## config.mk

```make
export PLATFORM = sky130hd
export DESIGN_NAME = pllcg_top
export DESIGN_NICKNAME = d
export VERILOG_FILES = /design/src/core/pllcg_pkg.sv /design/src/core/pllcg_div_if.sv /design/src/core/pllcg_div.sv /design/src/core/pllcg_top.sv
export VERILOG_INCLUDE_DIRS = /design/src /design/src/core
export SDC_FILE = /design/constraint.sdc
export NUM_CORES = 1
export LEC_CHECK = 0
export BUFFER_PORTS_ARGS = -buffer_cell sky130_fd_sc_hd__clkbuf_2
export CORE_MARGIN = 4
export CORE_UTILIZATION = 55
export CTS_CLUSTER_DIAMETER = 40
export CTS_CLUSTER_SIZE = 14
export DETAILED_ROUTE_END_ITERATION = 8
export PLACE_DENSITY = 0.76
export SYNTH_ARGS = -nofsm -noshare
export SYNTH_HDL_FRONTEND = slang
export SYNTH_SLANG_ARGS = --single-unit
```

## constraint.sdc

```tcl
create_clock -name CLK -period 10.36 [get_ports CLK]
set_input_delay 1.036 -clock CLK [delete_from_list [all_inputs] [get_ports CLK]]
set_output_delay 1.036 -clock CLK [all_outputs]
set_load 0.005 [all_outputs]
```

## src/core/pllcg_cfg.svh

```systemverilog
`ifndef PLLCG_CFG_SVH
`define PLLCG_CFG_SVH

// register byte offsets
`define PLLCG_OFS_CSR     6'h00
`define PLLCG_OFS_MULT    6'h04
`define PLLCG_OFS_PRE     6'h08
`define PLLCG_OFS_CORE    6'h0c
`define PLLCG_OFS_PBUS    6'h10
`define PLLCG_OFS_MEM     6'h14
`define PLLCG_OFS_OSC     6'h18
`define PLLCG_OFS_GBL     6'h1c
`define PLLCG_OFS_DEVICE_CONFIGURATION_REGISTER  6'h20

// field positions
`define PLLCG_PATH_BIT    0
`define PLLCG_PWRDN_BIT   1
`define PLLCG_RSTC_BIT    3
`define PLLCG_STABLE_BIT  6
`define PLLCG_DIVEN_BIT   15
`define PLLCG_SECOND_CLOCK_OUT_ENABLE_BIT   3
`define PLLCG_MEMEN_BIT   5
`define PLLCG_MSRC_BIT    4
`define PLLCG_RATIO_W     5

// writable masks
`define PLLCG_MSK_CSR     32'h0000000b
`define PLLCG_MSK_MULT    32'h0000001f
`define PLLCG_MSK_DIV     32'h0000801f
`define PLLCG_MSK_GBL     32'h00000028
`define PLLCG_MSK_DEVICE_CONFIGURATION_REGISTER  32'h00000010

// reset values
`define PLLCG_RST_CSR     32'h00000008
`define PLLCG_RST_MULT    32'h00000004
`define PLLCG_RST_PRE     32'h00008000
`define PLLCG_RST_CORE    32'h00008000
`define PLLCG_RST_PBUS    32'h00008001
`define PLLCG_RST_MEM     32'h00008001
`define PLLCG_RST_OSC     32'h00008007
`define PLLCG_RST_GBL     32'h00000028
`define PLLCG_RST_DEVICE_CONFIGURATION_REGISTER  32'h00000000

// timing
`define PLLCG_CLK_HZ      10000000
`define PLLCG_RST_NS      125
`define PLLCG_RST_CYC     ((`PLLCG_RST_NS * `PLLCG_CLK_HZ + 999999999) / 1000000000)
`define PLLCG_STABLE_DEF  256
`define PLLCG_ACC_W       10

`endif

```

## src/core/pllcg_pkg.sv

```systemverilog
package pllcg_pkg;
	typedef logic [4:0] pllcg_ratio_t;
	typedef enum logic [2:0]
	{
		PLLCG_DV_PRE  = 3'b000,
		PLLCG_DV_CORE = 3'b001,
		PLLCG_DV_PBUS = 3'b010,
		PLLCG_DV_MEM  = 3'b011,
		PLLCG_DV_OSC  = 3'b100
	} pllcg_div_id_t;
endpackage

```

## src/core/pllcg_div_if.sv

```systemverilog
`timescale 1ns/1ps
interface pllcg_div_if;
	logic                  tick_in;
	logic                  en;
	pllcg_pkg::pllcg_ratio_t ratio;
	logic                  tick_out;
	modport ctl (output tick_in, output en, output ratio, input tick_out);
	modport div (input tick_in, input en, input ratio, output tick_out);
endinterface

```

## src/core/pllcg_div.sv

```systemverilog
`timescale 1ns/1ps
module pllcg_div
(
	pllcg_div_if.div bus,
	input wire logic CLK,
	input wire logic RST
);
	pllcg_pkg::pllcg_ratio_t cnt_ff;
	pllcg_pkg::pllcg_ratio_t nxt_cnt;
	pllcg_pkg::pllcg_ratio_t ratio_ff;
	pllcg_pkg::pllcg_ratio_t nxt_ratio;
	logic                    out_ff;
	logic                    nxt_out;
	wire                     wrap;

	////////////////////////////////////////////////////////////////////
	// counts input ticks, one output tick per ratio+1 inputs
	assign wrap      = bus.tick_in && (cnt_ff == ratio_ff);
	assign nxt_cnt   = !bus.en ? '0 :
		wrap ? '0 : bus.tick_in ? cnt_ff + 5'h01 : cnt_ff;
	// new ratio only at a period boundary, no short pulses
	assign nxt_ratio = (!bus.en || wrap) ? bus.ratio : ratio_ff;
	assign nxt_out   = bus.en && wrap;
	assign bus.tick_out = out_ff;

	always_ff @(posedge CLK or posedge RST)
	begin
		if (RST)
		begin
			cnt_ff   <= '0;
			ratio_ff <= '0;
			out_ff   <= 1'b0;
		end
		else
		begin
			cnt_ff   <= nxt_cnt;
			ratio_ff <= nxt_ratio;
			out_ff   <= nxt_out;
		end
	end
endmodule

```

## src/core/pllcg_top.sv

```systemverilog
`timescale 1ns/1ps
`include "pllcg_cfg.svh"
module pllcg_top
#(
	parameter int STABLE_EDGES = `PLLCG_STABLE_DEF
)
(
	input  wire logic        CLK,
	input  wire logic        RST,
	input  wire logic        REF_IN,
	input  wire logic        MEM_CLK_IN,
	input  wire logic [5:0]  AVS_ADDRESS,
	input  wire logic        AVS_READ,
	input  wire logic        AVS_WRITE,
	input  wire logic [31:0] AVS_WRITEDATA,
	input  wire logic [3:0]  AVS_BYTEENABLE,
	output logic      [31:0] AVS_READDATA,
	output logic             AVS_WAITREQUEST,
	output logic             AUDIO_AUX_CLK,
	output logic             HF_REF_TICK,
	output logic             CORE_CLK,
	output logic             PBUS_CLK,
	output logic             MEM_IF_CLK,
	output logic             SECOND_CLK_OUT,
	output logic             THIRD_CLK_OUT,
	output logic             MEM_CLK_OUT
);
	////////////////////////////////////////////////////////////////////
	// byte-lane merge of a write into a register
	function automatic logic [31:0] wr_merge
	(
		input logic [31:0] old,
		input logic [31:0] nw,
		input logic [3:0]  be,
		input logic [31:0] msk
	);
		logic [31:0] r;
		r = old;
		for (int i = 0; i < 4; i++)
		begin
			if (be[i])
				r[i*8 +: 8] = nw[i*8 +: 8];
		end
		return r & msk;
	endfunction

	function automatic logic [31:0] wr_reg
	(
		input logic [31:0] old,
		input logic        hit,
		input logic [31:0] nw,
		input logic [3:0]  be,
		input logic [31:0] msk
	);
		return hit ? wr_merge(old, nw, be, msk) : old;
	endfunction

	////////////////////////////////////////////////////////////////////
	// registers
	logic [31:0] pll_control_status_register_ff;
	logic [31:0] pll_multiplier_register_ff;
	logic [31:0] input_prescaler_register_ff;
	logic [31:0] core_divider_register_ff;
	logic [31:0] peripheral_divider_register_ff;
	logic [31:0] memory_divider_register_ff;
	logic [31:0] oscillator_divider_register_ff;
	logic [31:0] memory_interface_global_control_ff;
	logic [31:0] device_configuration_register_ff;
	logic [31:0] readdata_ff;
	logic        wait_ff;
	logic        stable_ff;
	logic [15:0] stable_cnt_ff;
	logic        ref_q_ff;
	logic [`PLLCG_ACC_W-1:0] acc_ff;
	logic        pll_tick_ff;
	logic        aux_ff;
	logic        hf_ff;
	logic        core_ff;
	logic        pbus_ff;
	logic        memif_ff;
	logic        ck2_ff;
	logic        ck3_ff;
	logic        mout_ff;

	wire         req;
	wire         wr_go;
	wire         rd_load;
	wire         nxt_wait;
	wire [31:0]  rdata;
	wire         ref_edge;
	wire         pll_run;
	wire         path_pll;
	wire         hf_tick;
	wire         pre_tick;
	wire [`PLLCG_ACC_W-1:0] acc_add;
	wire [`PLLCG_ACC_W-1:0] nxt_acc;
	wire         nxt_pll_tick;
	wire         nxt_stable;
	wire [15:0]  nxt_stable_cnt;
	wire         nxt_ck2;
	wire         nxt_mout;
	wire         h_csr;
	wire         h_mult;
	wire         h_pre;
	wire         h_core;
	wire         h_pbus;
	wire         h_mem;
	wire         h_osc;
	wire         h_gbl;
	wire         h_dev;

	////////////////////////////////////////////////////////////////////
	// avalon slave: one wait cycle, then answer
	assign req      = AVS_READ || AVS_WRITE;
	assign nxt_wait = !(req && wait_ff);
	assign wr_go    = AVS_WRITE && !wait_ff;
	assign rd_load  = AVS_READ && wait_ff;

	assign h_csr  = wr_go && (AVS_ADDRESS == `PLLCG_OFS_CSR);
	assign h_mult = wr_go && (AVS_ADDRESS == `PLLCG_OFS_MULT);
	assign h_pre  = wr_go && (AVS_ADDRESS == `PLLCG_OFS_PRE);
	assign h_core = wr_go && (AVS_ADDRESS == `PLLCG_OFS_CORE);
	assign h_pbus = wr_go && (AVS_ADDRESS == `PLLCG_OFS_PBUS);
	assign h_mem  = wr_go && (AVS_ADDRESS == `PLLCG_OFS_MEM);
	assign h_osc  = wr_go && (AVS_ADDRESS == `PLLCG_OFS_OSC);
	assign h_gbl  = wr_go && (AVS_ADDRESS == `PLLCG_OFS_GBL);
	assign h_dev  = wr_go && (AVS_ADDRESS == `PLLCG_OFS_DEVICE_CONFIGURATION_REGISTER);

	assign rdata =
		(AVS_ADDRESS == `PLLCG_OFS_CSR) ? (pll_control_status_register_ff
			| ({31'h0, stable_ff} << `PLLCG_STABLE_BIT)) :
		(AVS_ADDRESS == `PLLCG_OFS_MULT)   ? pll_multiplier_register_ff :
		(AVS_ADDRESS == `PLLCG_OFS_PRE)    ? input_prescaler_register_ff :
		(AVS_ADDRESS == `PLLCG_OFS_CORE)   ? core_divider_register_ff :
		(AVS_ADDRESS == `PLLCG_OFS_PBUS)   ? peripheral_divider_register_ff :
		(AVS_ADDRESS == `PLLCG_OFS_MEM)    ? memory_divider_register_ff :
		(AVS_ADDRESS == `PLLCG_OFS_OSC)    ? oscillator_divider_register_ff :
		(AVS_ADDRESS == `PLLCG_OFS_GBL)  ? memory_interface_global_control_ff :
		(AVS_ADDRESS == `PLLCG_OFS_DEVICE_CONFIGURATION_REGISTER) ? device_configuration_register_ff :
		32'h00000000;

	always_ff @(posedge CLK or posedge RST)
	begin
		if (RST)
		begin
			wait_ff     <= 1'b1;
			readdata_ff <= 32'h00000000;
		end
		else
		begin
			wait_ff <= nxt_wait;
			if (rd_load)
				readdata_ff <= rdata;
		end
	end

	always_ff @(posedge CLK or posedge RST)
	begin
		if (RST)
		begin
			pll_control_status_register_ff <= `PLLCG_RST_CSR;
			pll_multiplier_register_ff     <= `PLLCG_RST_MULT;
			input_prescaler_register_ff    <= `PLLCG_RST_PRE;
			core_divider_register_ff       <= `PLLCG_RST_CORE;
			peripheral_divider_register_ff <= `PLLCG_RST_PBUS;
			memory_divider_register_ff     <= `PLLCG_RST_MEM;
			oscillator_divider_register_ff <= `PLLCG_RST_OSC;
			memory_interface_global_control_ff <= `PLLCG_RST_GBL;
			device_configuration_register_ff   <= `PLLCG_RST_DEVICE_CONFIGURATION_REGISTER;
		end
		else
		begin
			pll_control_status_register_ff <= wr_reg(
				pll_control_status_register_ff, h_csr, AVS_WRITEDATA,
				AVS_BYTEENABLE, `PLLCG_MSK_CSR);
			pll_multiplier_register_ff <= wr_reg(
				pll_multiplier_register_ff, h_mult, AVS_WRITEDATA,
				AVS_BYTEENABLE, `PLLCG_MSK_MULT);
			input_prescaler_register_ff <= wr_reg(
				input_prescaler_register_ff, h_pre, AVS_WRITEDATA,
				AVS_BYTEENABLE, `PLLCG_MSK_DIV);
			core_divider_register_ff <= wr_reg(
				core_divider_register_ff, h_core, AVS_WRITEDATA,
				AVS_BYTEENABLE, `PLLCG_MSK_DIV);
			peripheral_divider_register_ff <= wr_reg(
				peripheral_divider_register_ff, h_pbus, AVS_WRITEDATA,
				AVS_BYTEENABLE, `PLLCG_MSK_DIV);
			memory_divider_register_ff <= wr_reg(
				memory_divider_register_ff, h_mem, AVS_WRITEDATA,
				AVS_BYTEENABLE, `PLLCG_MSK_DIV);
			oscillator_divider_register_ff <= wr_reg(
				oscillator_divider_register_ff, h_osc, AVS_WRITEDATA,
				AVS_BYTEENABLE, `PLLCG_MSK_DIV);
			memory_interface_global_control_ff <= wr_reg(
				memory_interface_global_control_ff, h_gbl, AVS_WRITEDATA,
				AVS_BYTEENABLE, `PLLCG_MSK_GBL);
			device_configuration_register_ff <= wr_reg(
				device_configuration_register_ff, h_dev, AVS_WRITEDATA,
				AVS_BYTEENABLE, `PLLCG_MSK_DEVICE_CONFIGURATION_REGISTER);
		end
	end

	////////////////////////////////////////////////////////////////////
	// input clock edge and stable counter
	assign ref_edge = REF_IN && !ref_q_ff;
	assign nxt_stable_cnt = (ref_edge && !stable_ff) ?
		stable_cnt_ff + 16'h0001 : stable_cnt_ff;
	assign nxt_stable = stable_ff ||
		(nxt_stable_cnt >= 16'(STABLE_EDGES));

	always_ff @(posedge CLK or posedge RST)
	begin
		if (RST)
		begin
			ref_q_ff      <= 1'b0;
			stable_cnt_ff <= 16'h0000;
			stable_ff     <= 1'b0;
		end
		else
		begin
			ref_q_ff      <= REF_IN;
			stable_cnt_ff <= nxt_stable_cnt;
			stable_ff     <= nxt_stable;
		end
	end

	////////////////////////////////////////////////////////////////////
	// dividers
	pllcg_div_if dv[5] ();

	for (genvar i = 0; i < 5; i++)
	begin : g_div
		pllcg_div u_div
		(
			.bus (dv[i]),
			.CLK (CLK),
			.RST (RST)
		);
	end

	assign dv[pllcg_pkg::PLLCG_DV_PRE].tick_in = ref_edge;
	assign dv[pllcg_pkg::PLLCG_DV_PRE].en =
		input_prescaler_register_ff[`PLLCG_DIVEN_BIT];
	assign dv[pllcg_pkg::PLLCG_DV_PRE].ratio =
		input_prescaler_register_ff[`PLLCG_RATIO_W-1:0];
	assign dv[pllcg_pkg::PLLCG_DV_OSC].tick_in = ref_edge;
	assign dv[pllcg_pkg::PLLCG_DV_OSC].en =
		oscillator_divider_register_ff[`PLLCG_DIVEN_BIT];
	assign dv[pllcg_pkg::PLLCG_DV_OSC].ratio =
		oscillator_divider_register_ff[`PLLCG_RATIO_W-1:0];
	// core, peripheral and memory take the very same tick
	assign dv[pllcg_pkg::PLLCG_DV_CORE].tick_in = hf_tick;
	assign dv[pllcg_pkg::PLLCG_DV_PBUS].tick_in = hf_tick;
	assign dv[pllcg_pkg::PLLCG_DV_MEM].tick_in  = hf_tick;
	assign dv[pllcg_pkg::PLLCG_DV_CORE].en =
		core_divider_register_ff[`PLLCG_DIVEN_BIT];
	assign dv[pllcg_pkg::PLLCG_DV_CORE].ratio =
		core_divider_register_ff[`PLLCG_RATIO_W-1:0];
	assign dv[pllcg_pkg::PLLCG_DV_PBUS].en =
		peripheral_divider_register_ff[`PLLCG_DIVEN_BIT];
	assign dv[pllcg_pkg::PLLCG_DV_PBUS].ratio =
		peripheral_divider_register_ff[`PLLCG_RATIO_W-1:0];
	assign dv[pllcg_pkg::PLLCG_DV_MEM].en =
		memory_divider_register_ff[`PLLCG_DIVEN_BIT];
	assign dv[pllcg_pkg::PLLCG_DV_MEM].ratio =
		memory_divider_register_ff[`PLLCG_RATIO_W-1:0];

	////////////////////////////////////////////////////////////////////
	// pll model: rate accumulator, multiplier ticks per prescaled tick
	assign pll_run  = !pll_control_status_register_ff[`PLLCG_RSTC_BIT] &&
		!pll_control_status_register_ff[`PLLCG_PWRDN_BIT];
	assign path_pll = pll_control_status_register_ff[`PLLCG_PATH_BIT];
	assign pre_tick = dv[pllcg_pkg::PLLCG_DV_PRE].tick_out;
	assign acc_add  = pre_tick ?
		`PLLCG_ACC_W'(pll_multiplier_register_ff[4:0]) : '0;
	// at most one tick per cycle; faster settings are out of range
	assign nxt_acc  = !pll_run ? '0 :
		acc_ff + acc_add - `PLLCG_ACC_W'(acc_ff != '0);
	assign nxt_pll_tick = pll_run && (acc_ff != '0);
	assign hf_tick  = path_pll ? pll_tick_ff : ref_edge;

	always_ff @(posedge CLK or posedge RST)
	begin
		if (RST)
		begin
			acc_ff      <= '0;
			pll_tick_ff <= 1'b0;
		end
		else
		begin
			acc_ff      <= nxt_acc;
			pll_tick_ff <= nxt_pll_tick;
		end
	end

	////////////////////////////////////////////////////////////////////
	// output pins
	assign nxt_ck2 = dv[pllcg_pkg::PLLCG_DV_PBUS].tick_out &&
		peripheral_divider_register_ff[`PLLCG_DIVEN_BIT] &&
		memory_interface_global_control_ff[`PLLCG_SECOND_CLOCK_OUT_ENABLE_BIT];
	assign nxt_mout = memory_interface_global_control_ff[`PLLCG_MEMEN_BIT]
		&& (device_configuration_register_ff[`PLLCG_MSRC_BIT] ?
		MEM_CLK_IN : dv[pllcg_pkg::PLLCG_DV_MEM].tick_out);

	always_ff @(posedge CLK or posedge RST)
	begin
		if (RST)
		begin
			aux_ff   <= 1'b0;
			hf_ff    <= 1'b0;
			core_ff  <= 1'b0;
			pbus_ff  <= 1'b0;
			memif_ff <= 1'b0;
			ck2_ff   <= 1'b0;
			ck3_ff   <= 1'b0;
			mout_ff  <= 1'b0;
		end
		else
		begin
			aux_ff   <= REF_IN;
			hf_ff    <= hf_tick;
			core_ff  <= dv[pllcg_pkg::PLLCG_DV_CORE].tick_out;
			pbus_ff  <= dv[pllcg_pkg::PLLCG_DV_PBUS].tick_out;
			memif_ff <= dv[pllcg_pkg::PLLCG_DV_MEM].tick_out;
			ck2_ff   <= nxt_ck2;
			ck3_ff   <= dv[pllcg_pkg::PLLCG_DV_OSC].tick_out &&
				oscillator_divider_register_ff[`PLLCG_DIVEN_BIT];
			mout_ff  <= nxt_mout;
		end
	end

	assign AVS_READDATA    = readdata_ff;
	assign AVS_WAITREQUEST = wait_ff;
	assign AUDIO_AUX_CLK   = aux_ff;
	assign HF_REF_TICK     = hf_ff;
	assign CORE_CLK        = core_ff;
	assign PBUS_CLK        = pbus_ff;
	assign MEM_IF_CLK      = memif_ff;
	assign SECOND_CLK_OUT  = ck2_ff;
	assign THIRD_CLK_OUT   = ck3_ff;
	assign MEM_CLK_OUT     = mout_ff;
endmodule

```

==> results.ini, run 1 <==
[detailed_routing]
vias_per_cell=5.54
drc=0
postRouteAntennaNets=0
wirelength_um=14500
wl_per_cell_um=16.5
firstDrtPassIters=5
vias=4856
first_iter_violations=424

[synthesis]
async_reset_ff_frac=1.00
synth_top_flop_cell=dfrtp_1
synth.avg_cell_area_um2=10.9
synth_seq_cells=141
synth_top_area_cell=dfrtp_1
synth_common_cells=126 x dfrtp_1, 68 x mux2_2, 54 x nand2_1, 43 x nor2_1, 31 x xnor2_1
netlist-cell-type-count=56
netlist_area_mm2=0.00711
yosysWarningCount=0
yosys.area.top_type_share=0.443
synth-edff-count=0
syn_inst=651
yosysSeqAreaShare=0.499
synth.most_common_cell=dfrtp_1
synth_area_leaders=dfrtp_1 44%, mux2_2 11%, dfstp_2 5.5%, ha_1 3.9%, xnor2_1 3.8%

[floorplanning]
rows=41
die_area_mm2=0.0148
die_w_um=122
die_y_um=122
io_pins=89
initial_core_util=0.564
core_area_mm2=0.0126

[worst_setup_path]
worst-setup-path-type=in2reg
cp-start-kind=primary input
cpMaxStageDelayCell=o21a_1
crit_path_cell_trace=clkbuf_2 > nand2b_1 > o21a_1 > inv_2 > nand4_1 > nand2_1 > mux2_2
crit_required_ns=10.67
slowest_delay_ns=0.63
arrival_ns=3.18
crit_path_end_kind=register
crit_fanout=19

[global_route]
overflow=0
grt_max_degree=77
grt_pass1_wl_um=24300
grtUsageTotal=0.212
antenna_found_initial=0
grt_pass1_vias=4957

[power]
p_per_area_mw_per_mm2=201
power_leakage_nw=3.86
max-vdd-ir-drop_mv=0.110

[timing]
slew_violations=0
clock.fmax_mhz=348
final.period_utilization=0.277
worstMarginPinSlew_ns=1.02
period_minus_slack_ns=2.87
fin_tns_setup_ns=0
rsz0062_at_grt=no
relSlewSlack=0.313
final-setup-viol-count=0
finClkSkew_ns=0.00682
finalHoldViolCount=0

[run_status]
outcome=finished, final reports clean

[clock_network]
cts_made_buffers=17
insertion_delay_ns=0.43
clockBufferDepth=2
cts_hold_buf=0
cts_root_buf=clkbuf_16
cts_tree=yes
cts_resized=0
postCtsSetupBuffers=0
clkTransAtPathRegs_ns=0.06
cts.sinks=141
h-tree-depth=4

[placement]
place_area_mm2=0.00738
finalWeightedCongestion=0.902
numPortBuffers=37
dp_hpwl_um=10400

[final_layout]
area_growth_pct=12.8
fin_area_mm2=0.00803
diodes=0
nNetsFinal=762
drive_above_1_share=0.236

[hold_path]
hp-class=reg2reg

[run]
drv_cap=0

where the power goes:
group / leakage (nW) / internal (mW) / switching [mW]
sequential: 1.86 / 0.596 / 0.0283
combinational: 1.68 / 0.141 / 0.187
clock: 0.320 / 0.437 / 0.225
sequential cells by signal, summed over array words and instances (netlist names), 2 cells and up:
signal                              cells
input_prescaler_register_ff             6
pll_control_status_register_ff          3
stable_cnt_ff                          16
memory_interface_global_control_ff      2
acc_ff                                 10
peripheral_divider_register_ff          6
AVS_READDATA                            8
g_div.u_div.bus.tick_out                5
g_div.u_div.ratio_ff                   25
pll_multiplier_register_ff              5
oscillator_divider_register_ff          6
g_div.u_div.cnt_ff                     25
memory_divider_register_ff              6
core_divider_register_ff                6
per-layer routing:
layer	GRT usage	routed length, um	vias up
met4	0.0910	319	0
met1	0.282	6530	2409
met2	0.335	7010	122
li1	-	-	2298
met3	0.0487	634	27
met5	0	0	-
stage by stage:
step           total power, mW  hold WS, ns  worst slack [ns]  utilization  instances
4_1_cts                   1.62        0.354              7.50        0.636        876
6_report                  1.61        0.351              7.49        0.636        876
3_5_place_dp             0.954        0.341              7.08        0.585        844
5_1_grt                   1.70        0.355              7.25        0.636        876
3_3_place_gp             0.935        0.334              7.12        0.585        844
2_1_floorplan            0.886        0.331              5.57            -        674
path summary, 6_finish.rpt:
| path | startpoint | endpoint | slack, ns | cells past startpoint |
|---|---|---|---|---|
| setup / recovery | REF_IN | g_div[2].u_div.ratio_ff[0]$_DFFE_PP0P_ | 7.49 | 7 |
| hold / removal | g_div[1].u_div.bus.tick_out$_DFF_PP0_ | CORE_CLK$_DFF_PP0_ | 0.35 | 0 |
| setup reg to reg | acc_ff[0]$_DFF_PP0_ | acc_ff[8]$_DFF_PP0_ | 7.50 | 11 |
| hold reg to reg | g_div[1].u_div.bus.tick_out$_DFF_PP0_ | CORE_CLK$_DFF_PP0_ | 0.35 | 0 |
| max in group asynchronous | RST | CORE_CLK$_DFF_PP0_ | 8.33 | 3 |
| min in group asynchronous | RST | stable_cnt_ff[6]$_DFF_PP0_ | 0.66 | 2 |
area by class of cell:
cell class	instances	area [um^2]
clock buffer	20	457
multi-input combinational	463	3310
sequential	141	3550
tap	172	215
timing repair buffer	38	193
inverter	30	118
fill	990	4590
clock inverter	12	191
layout by cell type (no fill, tap or decap), types with 10 or more instances in the layout:
cell,instances
and2_1,10
nor3_1,12
xor2_1,27
clkbuf_2,37
mux2i_1,10
a21boi_0,11
nand2_1,54
nand3_1,26
o21ai_0,19
conb_1,24
ha_1,22
mux2_2,68
dfstp_2,15
nor2_1,43
clkbuf_16,17
nand4_1,10
inv_1,28
xnor2_1,31
dfrtp_1,126
a21oi_1,18
cells by family (layout without fill, tap and decap cells):
| logic type | count (synthesis) | count (layout) | share of synthesized area |
|---|---|---|---|
| other | 1 | 24 | 0.000527 |
| and+or+nand+nor | 197 | 197 | 0.138 |
| adders and majority gates | 23 | 23 | 0.0415 |
| xor gates and xnor gates | 58 | 58 | 0.0714 |
| AOI/OAI and AO/OA | 82 | 82 | 0.0742 |
| muxes | 79 | 79 | 0.125 |
| buffers and inverters | 70 | 100 | 0.0505 |
| DFF | 141 | 141 | 0.499 |
worst max-delay path: cells and delay by family:
kind                   cells  cell delay, ns
muxes                      1            0.35
buffers and inverters      2            0.34
AOI/OAI and AO/OA          1            0.63
and+or+nand+nor            3            0.81
No activity file was read; power rests on OpenSTA's default activity.
==> run 2, diff against run 1 <==
Settings changed: ABC_AREA set to 1.
Clock period 10.36 ns to 2.8 ns, I/O delays scaled along.
==> results.ini, run 2 <==
[run_status]
outcome=finished, final reports clean

[synthesis]
synth.most_common_cell=nand2_1
yosysSeqAreaShare=0.487  ; -0.0116
syn_inst=893  ; +37%
yosys.area.top_type_share=0.433  ; -0.0103
yosysWarningCount=0  ; unchanged
async_reset_ff_frac=1.00  ; unchanged
synth_top_area_cell=dfrtp_1
synth_common_cells=225 x nand2_1, 126 x dfrtp_1, 118 x inv_1, 82 x nor2_1, 71 x o21ai_0
synth-edff-count=0  ; unchanged
netlist_area_mm2=0.00728  ; +2.4%
netlist-cell-type-count=36  ; -36%
synth.avg_cell_area_um2=8.15  ; -25%
synth_seq_cells=141  ; unchanged
synth_top_flop_cell=dfrtp_1
synth_area_leaders=dfrtp_1 43%, nand2_1 12%, inv_1 6.1%, dfstp_2 5.4%, o21ai_0 4.9%

[floorplanning]
rows=41  ; unchanged
die_area_mm2=0.0151  ; +2.2%
core_area_mm2=0.0128  ; +1.2%
initial_core_util=0.570  ; +0.00643
die_w_um=123  ; +1.1%
io_pins=89  ; unchanged
die_y_um=123  ; +1.1%

[final_layout]
fin_area_mm2=0.00822  ; +2.4%
final_common_cell=nand2_1
diodes=0  ; unchanged
nNetsFinal=1015  ; +33%
finalNonFillerCells=1129  ; +29%
drive_above_1_share=0.135  ; -0.101
utilization=0.644  ; +0.00762
layout_common_cells=224 x nand2_1, 126 x dfrtp_1, 117 x inv_1, 82 x nor2_1, 71 x o21ai_0
area_growth_pct=12.9  ; about the same
fillers=1071  ; +8.2%
largestRegisters=g_div.u_div.cnt_ff: 25 flops, g_div.u_div.ratio_ff: 25 flops, stable_cnt_ff: 16 flops

[timing]
slew_violations=0  ; unchanged
final.period_utilization=0.909
finClkSkew_ns=0.00777  ; +0.000954 ns
rsz0062_at_grt=no
relSlewSlack=0.486  ; +0.172
fin_tns_setup_ns=0  ; unchanged
fin_hold_ws_ns=0.0177  ; -0.334 ns
period_minus_slack_ns=2.55
final-setup-viol-count=0  ; unchanged
finalHoldViolCount=0  ; unchanged
worstMarginPinSlew_ns=0.772  ; -0.250 ns
clock.fmax_mhz=393
setup_ws_ns=0.254  ; -7.24 ns

[clock_network]
postCtsSetupBuffers=0  ; unchanged
clockBufferDepth=2  ; unchanged
cts_tree=yes
cts_root_buf=clkbuf_16
insertion_delay_ns=0.43  ; about the same
h-tree-depth=4  ; unchanged
cts.sinks=141  ; unchanged
clkTransAtPathRegs_ns=0.06  ; about the same
cts_made_buffers=17  ; unchanged

[detailed_routing]
drc=0  ; unchanged
postRouteAntennaNets=0  ; unchanged
vias=5840  ; +20%
wirelength_um=15800  ; +9.1%
vias_per_cell=5.17  ; -6.7%
firstDrtPassIters=7  ; +2
wl_per_cell_um=14.0  ; -15%
first_iter_violations=376  ; -11%

[worst_setup_path]
crit_required_ns=3.16  ; -7.51 ns
cp-start-kind=register
crit_buf_inv=2  ; unchanged
r2r_start=acc_ff[6]$_DFF_PP0_
crit_family=adder cells
crit_path_end_kind=register
crit_fanout=4  ; -15
cp_common_cell=nand2_1
crit_path_cell_trace=inv_1 > ha_1 > nand2_1 > nor3_2 > nand2_1 > ha_1 > inv_1 > ha_1 > fa_2 > nand3_1 > nand2_2 > nand2_1 > nand2_1 > a21oi_2 > o21ai_0 > a21oi_1
arrival_ns=2.90  ; -0.28 ns
cpMaxStageDelayCell=dfrtp_1
worst-setup-path-type=reg2reg
slowest_delay_ns=0.38  ; -0.25 ns
startpoint=acc_ff[6]$_DFF_PP0_

[global_route]
overflow=0  ; unchanged
grt_max_degree=142  ; +84%
grt_pass1_vias=5562  ; +12%
grt_pass1_wl_um=26000  ; +6.9%
antenna_found_initial=0  ; unchanged
grtUsageTotal=0.221  ; +0.00874

[hold_path]
min_from=AVS_READ
hp-class=in2reg

[placement]
finalWeightedCongestion=0.917  ; +1.7%
place_area_mm2=0.00758  ; +2.7%
numPortBuffers=37  ; unchanged
placedCellCount=1096  ; +30%
place_ws_ns=0.130  ; -6.95 ns
dp_hpwl_um=11100  ; +6.8%

[run]
drv_cap=0  ; unchanged

[power]
finalPower_mw=6.29  ; +290%
p_per_area_mw_per_mm2=765  ; +280%
power_leakage_nw=4.17  ; +8.1%
max-vdd-ir-drop_mv=0.731  ; +560%

## run 2: cell types whose count changed after synthesis, sizes merged, moves of 21 or more
cell   previous run  this run
nor2             43        96
mux2             68         1
nand2            54       235
o21ai            19        78
xnor2            31        10
inv              30       124
## run 2: path summary, 6_finish.rpt
check | end | slack (ns) | cells past startpoint
min in group asynchronous | g_div[4].u_div.cnt_ff[1]$_DFFE_PP0P_ | 0.03 | 3
hold / removal | AVS_WAITREQUEST$_DFF_PP1_ | 0.02 | 2
max in group asynchronous | stable_cnt_ff[12]$_DFF_PP0_ | 2.18 | 3
setup reg to reg | acc_ff[6]$_DFF_PP0_ | 0.25 | 16
hold reg to reg | CORE_CLK$_DFF_PP0_ | 0.37 | 0
setup / recovery | acc_ff[6]$_DFF_PP0_ | 0.25 | 16
## run 2: what timing repair did
item,CTS,global route
endpoints found under the setup margin,0,1
hold endpoints to repair,1,0
hold buffers,1,0
gates resized for setup,0,4
## run 2: worst register-to-register path, cell delays in order, from the launching register on
cell and delay, ns:
dfrtp_1 0.38, inv_1 0.10, ha_1 0.15, nand2_1 0.07, nor3_2 0.13, nand2_1 0.08, ha_1 0.29, inv_1 0.04
ha_1 0.22, fa_2 0.36, nand3_1 0.09, nand2_2 0.08, nand2_1 0.07, nand2_1 0.06, a21oi_2 0.13, o21ai_0 0.09
a21oi_1 0.15
## run 2: cell families after synthesis
logic type      after synthesis  synth area share
mux                           1           0.00155
buf+inv                     156            0.0955
compound gates              128            0.0921
flops                       141             0.487
other cells                   1          0.000515
simple gates                412             0.245
xor+xnor                     31            0.0373
fa+ha+maj                    23            0.0405
## run 2: layout make-up
type / count / area, um^2 / area share
Tap cell: 172 / 215 / 0.0262
Clock buffer: 22 / 484 / 0.0589
Timing Repair Buffer: 41 / 230 / 0.0280
Clock inverter: 10 / 136 / 0.0166
Inverter: 124 / 469 / 0.0571
Sequential cell: 141 / 3550 / 0.431
Multi-Input combinational cell: 619 / 3140 / 0.382
## run 2: metal layers
layer	part of all wire	global-route usage
met1	0.45	0.285
met2	0.48	0.360
met3	0.051	0.0604
met4	0.021	0.0747
met5	0	0
## run 2: power by group
part | switching, mW | total [mW] | internal [mW] | leakage (nW)
clock | 0.855 | 2.35 | 1.49 | 0.298
combinational | 0.924 | 1.48 | 0.553 | 2.05
sequential | 0.172 | 2.46 | 2.29 | 1.82
==> run 3, diff against run 2 <==
Settings changed: ABC_AREA 1 to 0.
==> results.ini, run 3 (synthesis results as in run 1) <==
[detailed_routing]
postRouteAntennaNets=0  ; unchanged
vias=4983  ; -15%
drc=0  ; unchanged
wl_per_cell_um=17.0  ; +21%
vias_per_cell=5.64  ; +9.1%
wirelength_um=15000  ; -5.3%
first_iter_violations=313  ; -17%
firstDrtPassIters=5  ; -2

[worst_setup_path]
crit_fanout=3  ; -1
reg2reg_to=acc_ff[8]$_DFF_PP0_
crit_required_ns=3.12  ; -0.04 ns
rr_worst_depth=11  ; -5
r2r_start=acc_ff[0]$_DFF_PP0_
cp-start-kind=register
arrival_ns=3.07  ; +0.17 ns
worst-setup-path-type=reg2reg
crit_path_end_kind=register
r2r_slack_ns=0.05  ; -0.20 ns

[clock_network]
cts_tree=yes
insertion_delay_ns=0.42  ; about the same
clockBufferDepth=2  ; unchanged
cts_root_buf=clkbuf_16
cts.sinks=141  ; unchanged
clkTransAtPathRegs_ns=0.06  ; about the same
cts_made_buffers=17  ; unchanged
h-tree-depth=4  ; unchanged

[power]
max-vdd-ir-drop_mv=0.427  ; -42%
power_leakage_nw=3.87  ; -7.3%
p_per_area_mw_per_mm2=722  ; -5.6%

[global_route]
grt_pass1_wl_um=25000  ; -3.7%
grt_pass1_vias=5144  ; -7.5%
overflow=0  ; unchanged
grt_max_degree=64  ; -55%
antenna_found_initial=0  ; unchanged
grtUsageTotal=0.216  ; -0.00412

[placement]
place_ws_ns=-0.0530  ; -0.183 ns
dp_hpwl_um=10700  ; -3.8%
numPortBuffers=37  ; unchanged
finalWeightedCongestion=0.926  ; +0.90%

[floorplanning]
die_area_mm2=0.0148  ; -2.2%
io_pins=89  ; unchanged
core_area_mm2=0.0126  ; -1.2%
die_w_um=122  ; -1.1%
rows=41  ; unchanged
die_y_um=122  ; -1.1%
initial_core_util=0.564  ; -0.00643

[final_layout]
layout_common_cells=126 x dfrtp_1, 68 x mux2_2, 54 x nand2_1, 43 x nor2_1, 37 x clkbuf_2
utilization=0.639  ; -0.00484
area_growth_pct=13.3
largestRegisters=g_div.u_div.cnt_ff: 25 flops, g_div.u_div.ratio_ff: 25 flops, stable_cnt_ff: 16 flops
diodes=0  ; unchanged
final_common_cell=dfrtp_1
nNetsFinal=769  ; -24%
drive_above_1_share=0.243  ; +0.109

[timing]
final-setup-viol-count=0  ; unchanged
period_minus_slack_ns=2.75  ; +0.202 ns
clock.fmax_mhz=364  ; -7.3%
slew_violations=0  ; unchanged
relSlewSlack=0.623  ; +0.137
worstMarginPinSlew_ns=0.564  ; -0.207 ns
rsz0062_at_grt=yes
finClkSkew_ns=0.0127  ; +0.00495 ns
setup_ws_ns=0.0521  ; -0.202 ns
finalHoldViolCount=0  ; unchanged
final.period_utilization=0.981  ; +0.0720

[run]
drv_cap=0  ; unchanged

[hold_path]
min_from=REF_IN
hp-class=in2reg
hold_depth=1  ; -1
whs_endpoint=AUDIO_AUX_CLK$_DFF_PP0_

[run_status]
outcome=finished, final reports clean

==> run 3: worst max path at each step <==
stage                             start             endpoint  depth (start not counted)
detailed placement  acc_ff[0]$_DFF_PP0_  acc_ff[8]$_DFF_PP0_                         11
floorplan           acc_ff[3]$_DFF_PP0_  acc_ff[8]$_DFF_PP0_                         11
global placement    acc_ff[3]$_DFF_PP0_  acc_ff[8]$_DFF_PP0_                         11
finish              acc_ff[0]$_DFF_PP0_  acc_ff[8]$_DFF_PP0_                         11
global route        acc_ff[3]$_DFF_PP0_  acc_ff[8]$_DFF_PP0_                         11
CTS                 acc_ff[0]$_DFF_PP0_  acc_ff[8]$_DFF_PP0_                         11
==> run 3: worst max-delay path, cell delays in order, from the launching register on <==
cell	delay, ns
dfrtp_1	0.40
nor4_2	0.29
nand4_1	0.15
ha_1	0.30
inv_1	0.04
ha_1	0.22
fa_2	0.38
a21oi_2	0.17
o21ai_1	0.13
a211oi_2	0.29
nor3_1	0.09
nor3b_1	0.20
==> run 3: through the flow <==
| stage | total power [mW] | instances | TNS [ns] | hold slack (ns) | area (um^2) |
|---|---|---|---|---|---|
| after CTS | 5.81 | 883 | 0 | 0.00277 | 8050 |
| after global routing | 6.13 | 883 | -0.0722 | 0.00504 | 8060 |
| after floorplan | 3.28 | 674 | 0 | 0.311 | 7200 |
| final | 5.82 | 883 | 0 | 0.0227 | 8060 |
| after global placement | 3.48 | 850 | 0 | 0.329 | 7450 |
| after detailed placement | 3.57 | 850 | -0.0530 | 0.339 | 7450 |
==> run 3: power by group <==
| part | switching (mW) | internal [mW] | total, mW |
|---|---|---|---|
| combinational | 0.751 | 0.557 | 1.31 |
| sequential | 0.105 | 2.20 | 2.31 |
| clock | 0.799 | 1.40 | 2.20 |
==> run 3: final cells by class <==
| class | count | area [um^2] |
|---|---|---|
| Fill cell | 979 | 4560 |
| Sequential cell | 141 | 3550 |
| Multi-Input combinational cell | 463 | 3330 |
| Clock buffer | 26 | 499 |
| Timing Repair Buffer | 45 | 273 |
| Tap cell | 172 | 215 |
| Inverter | 30 | 116 |
| Clock inverter | 6 | 82.6 |
==> run 3: layer usage <==
layer	routed length, um	global-route usage	up-vias
met2	7320	0.355	141
met1	6570	0.273	2489
met3	678	0.0552	32
met5	0	0	-
met4	405	0.0931	0
li1	-	-	2321
==> run 3: timing repair <==
action	CTS	global route
pin swaps	0	1
hold buffers	1	0
resized for setup	2	4
setup endpoints to repair	1	3
hold endpoints to repair	19	0
buffers inserted	0	0
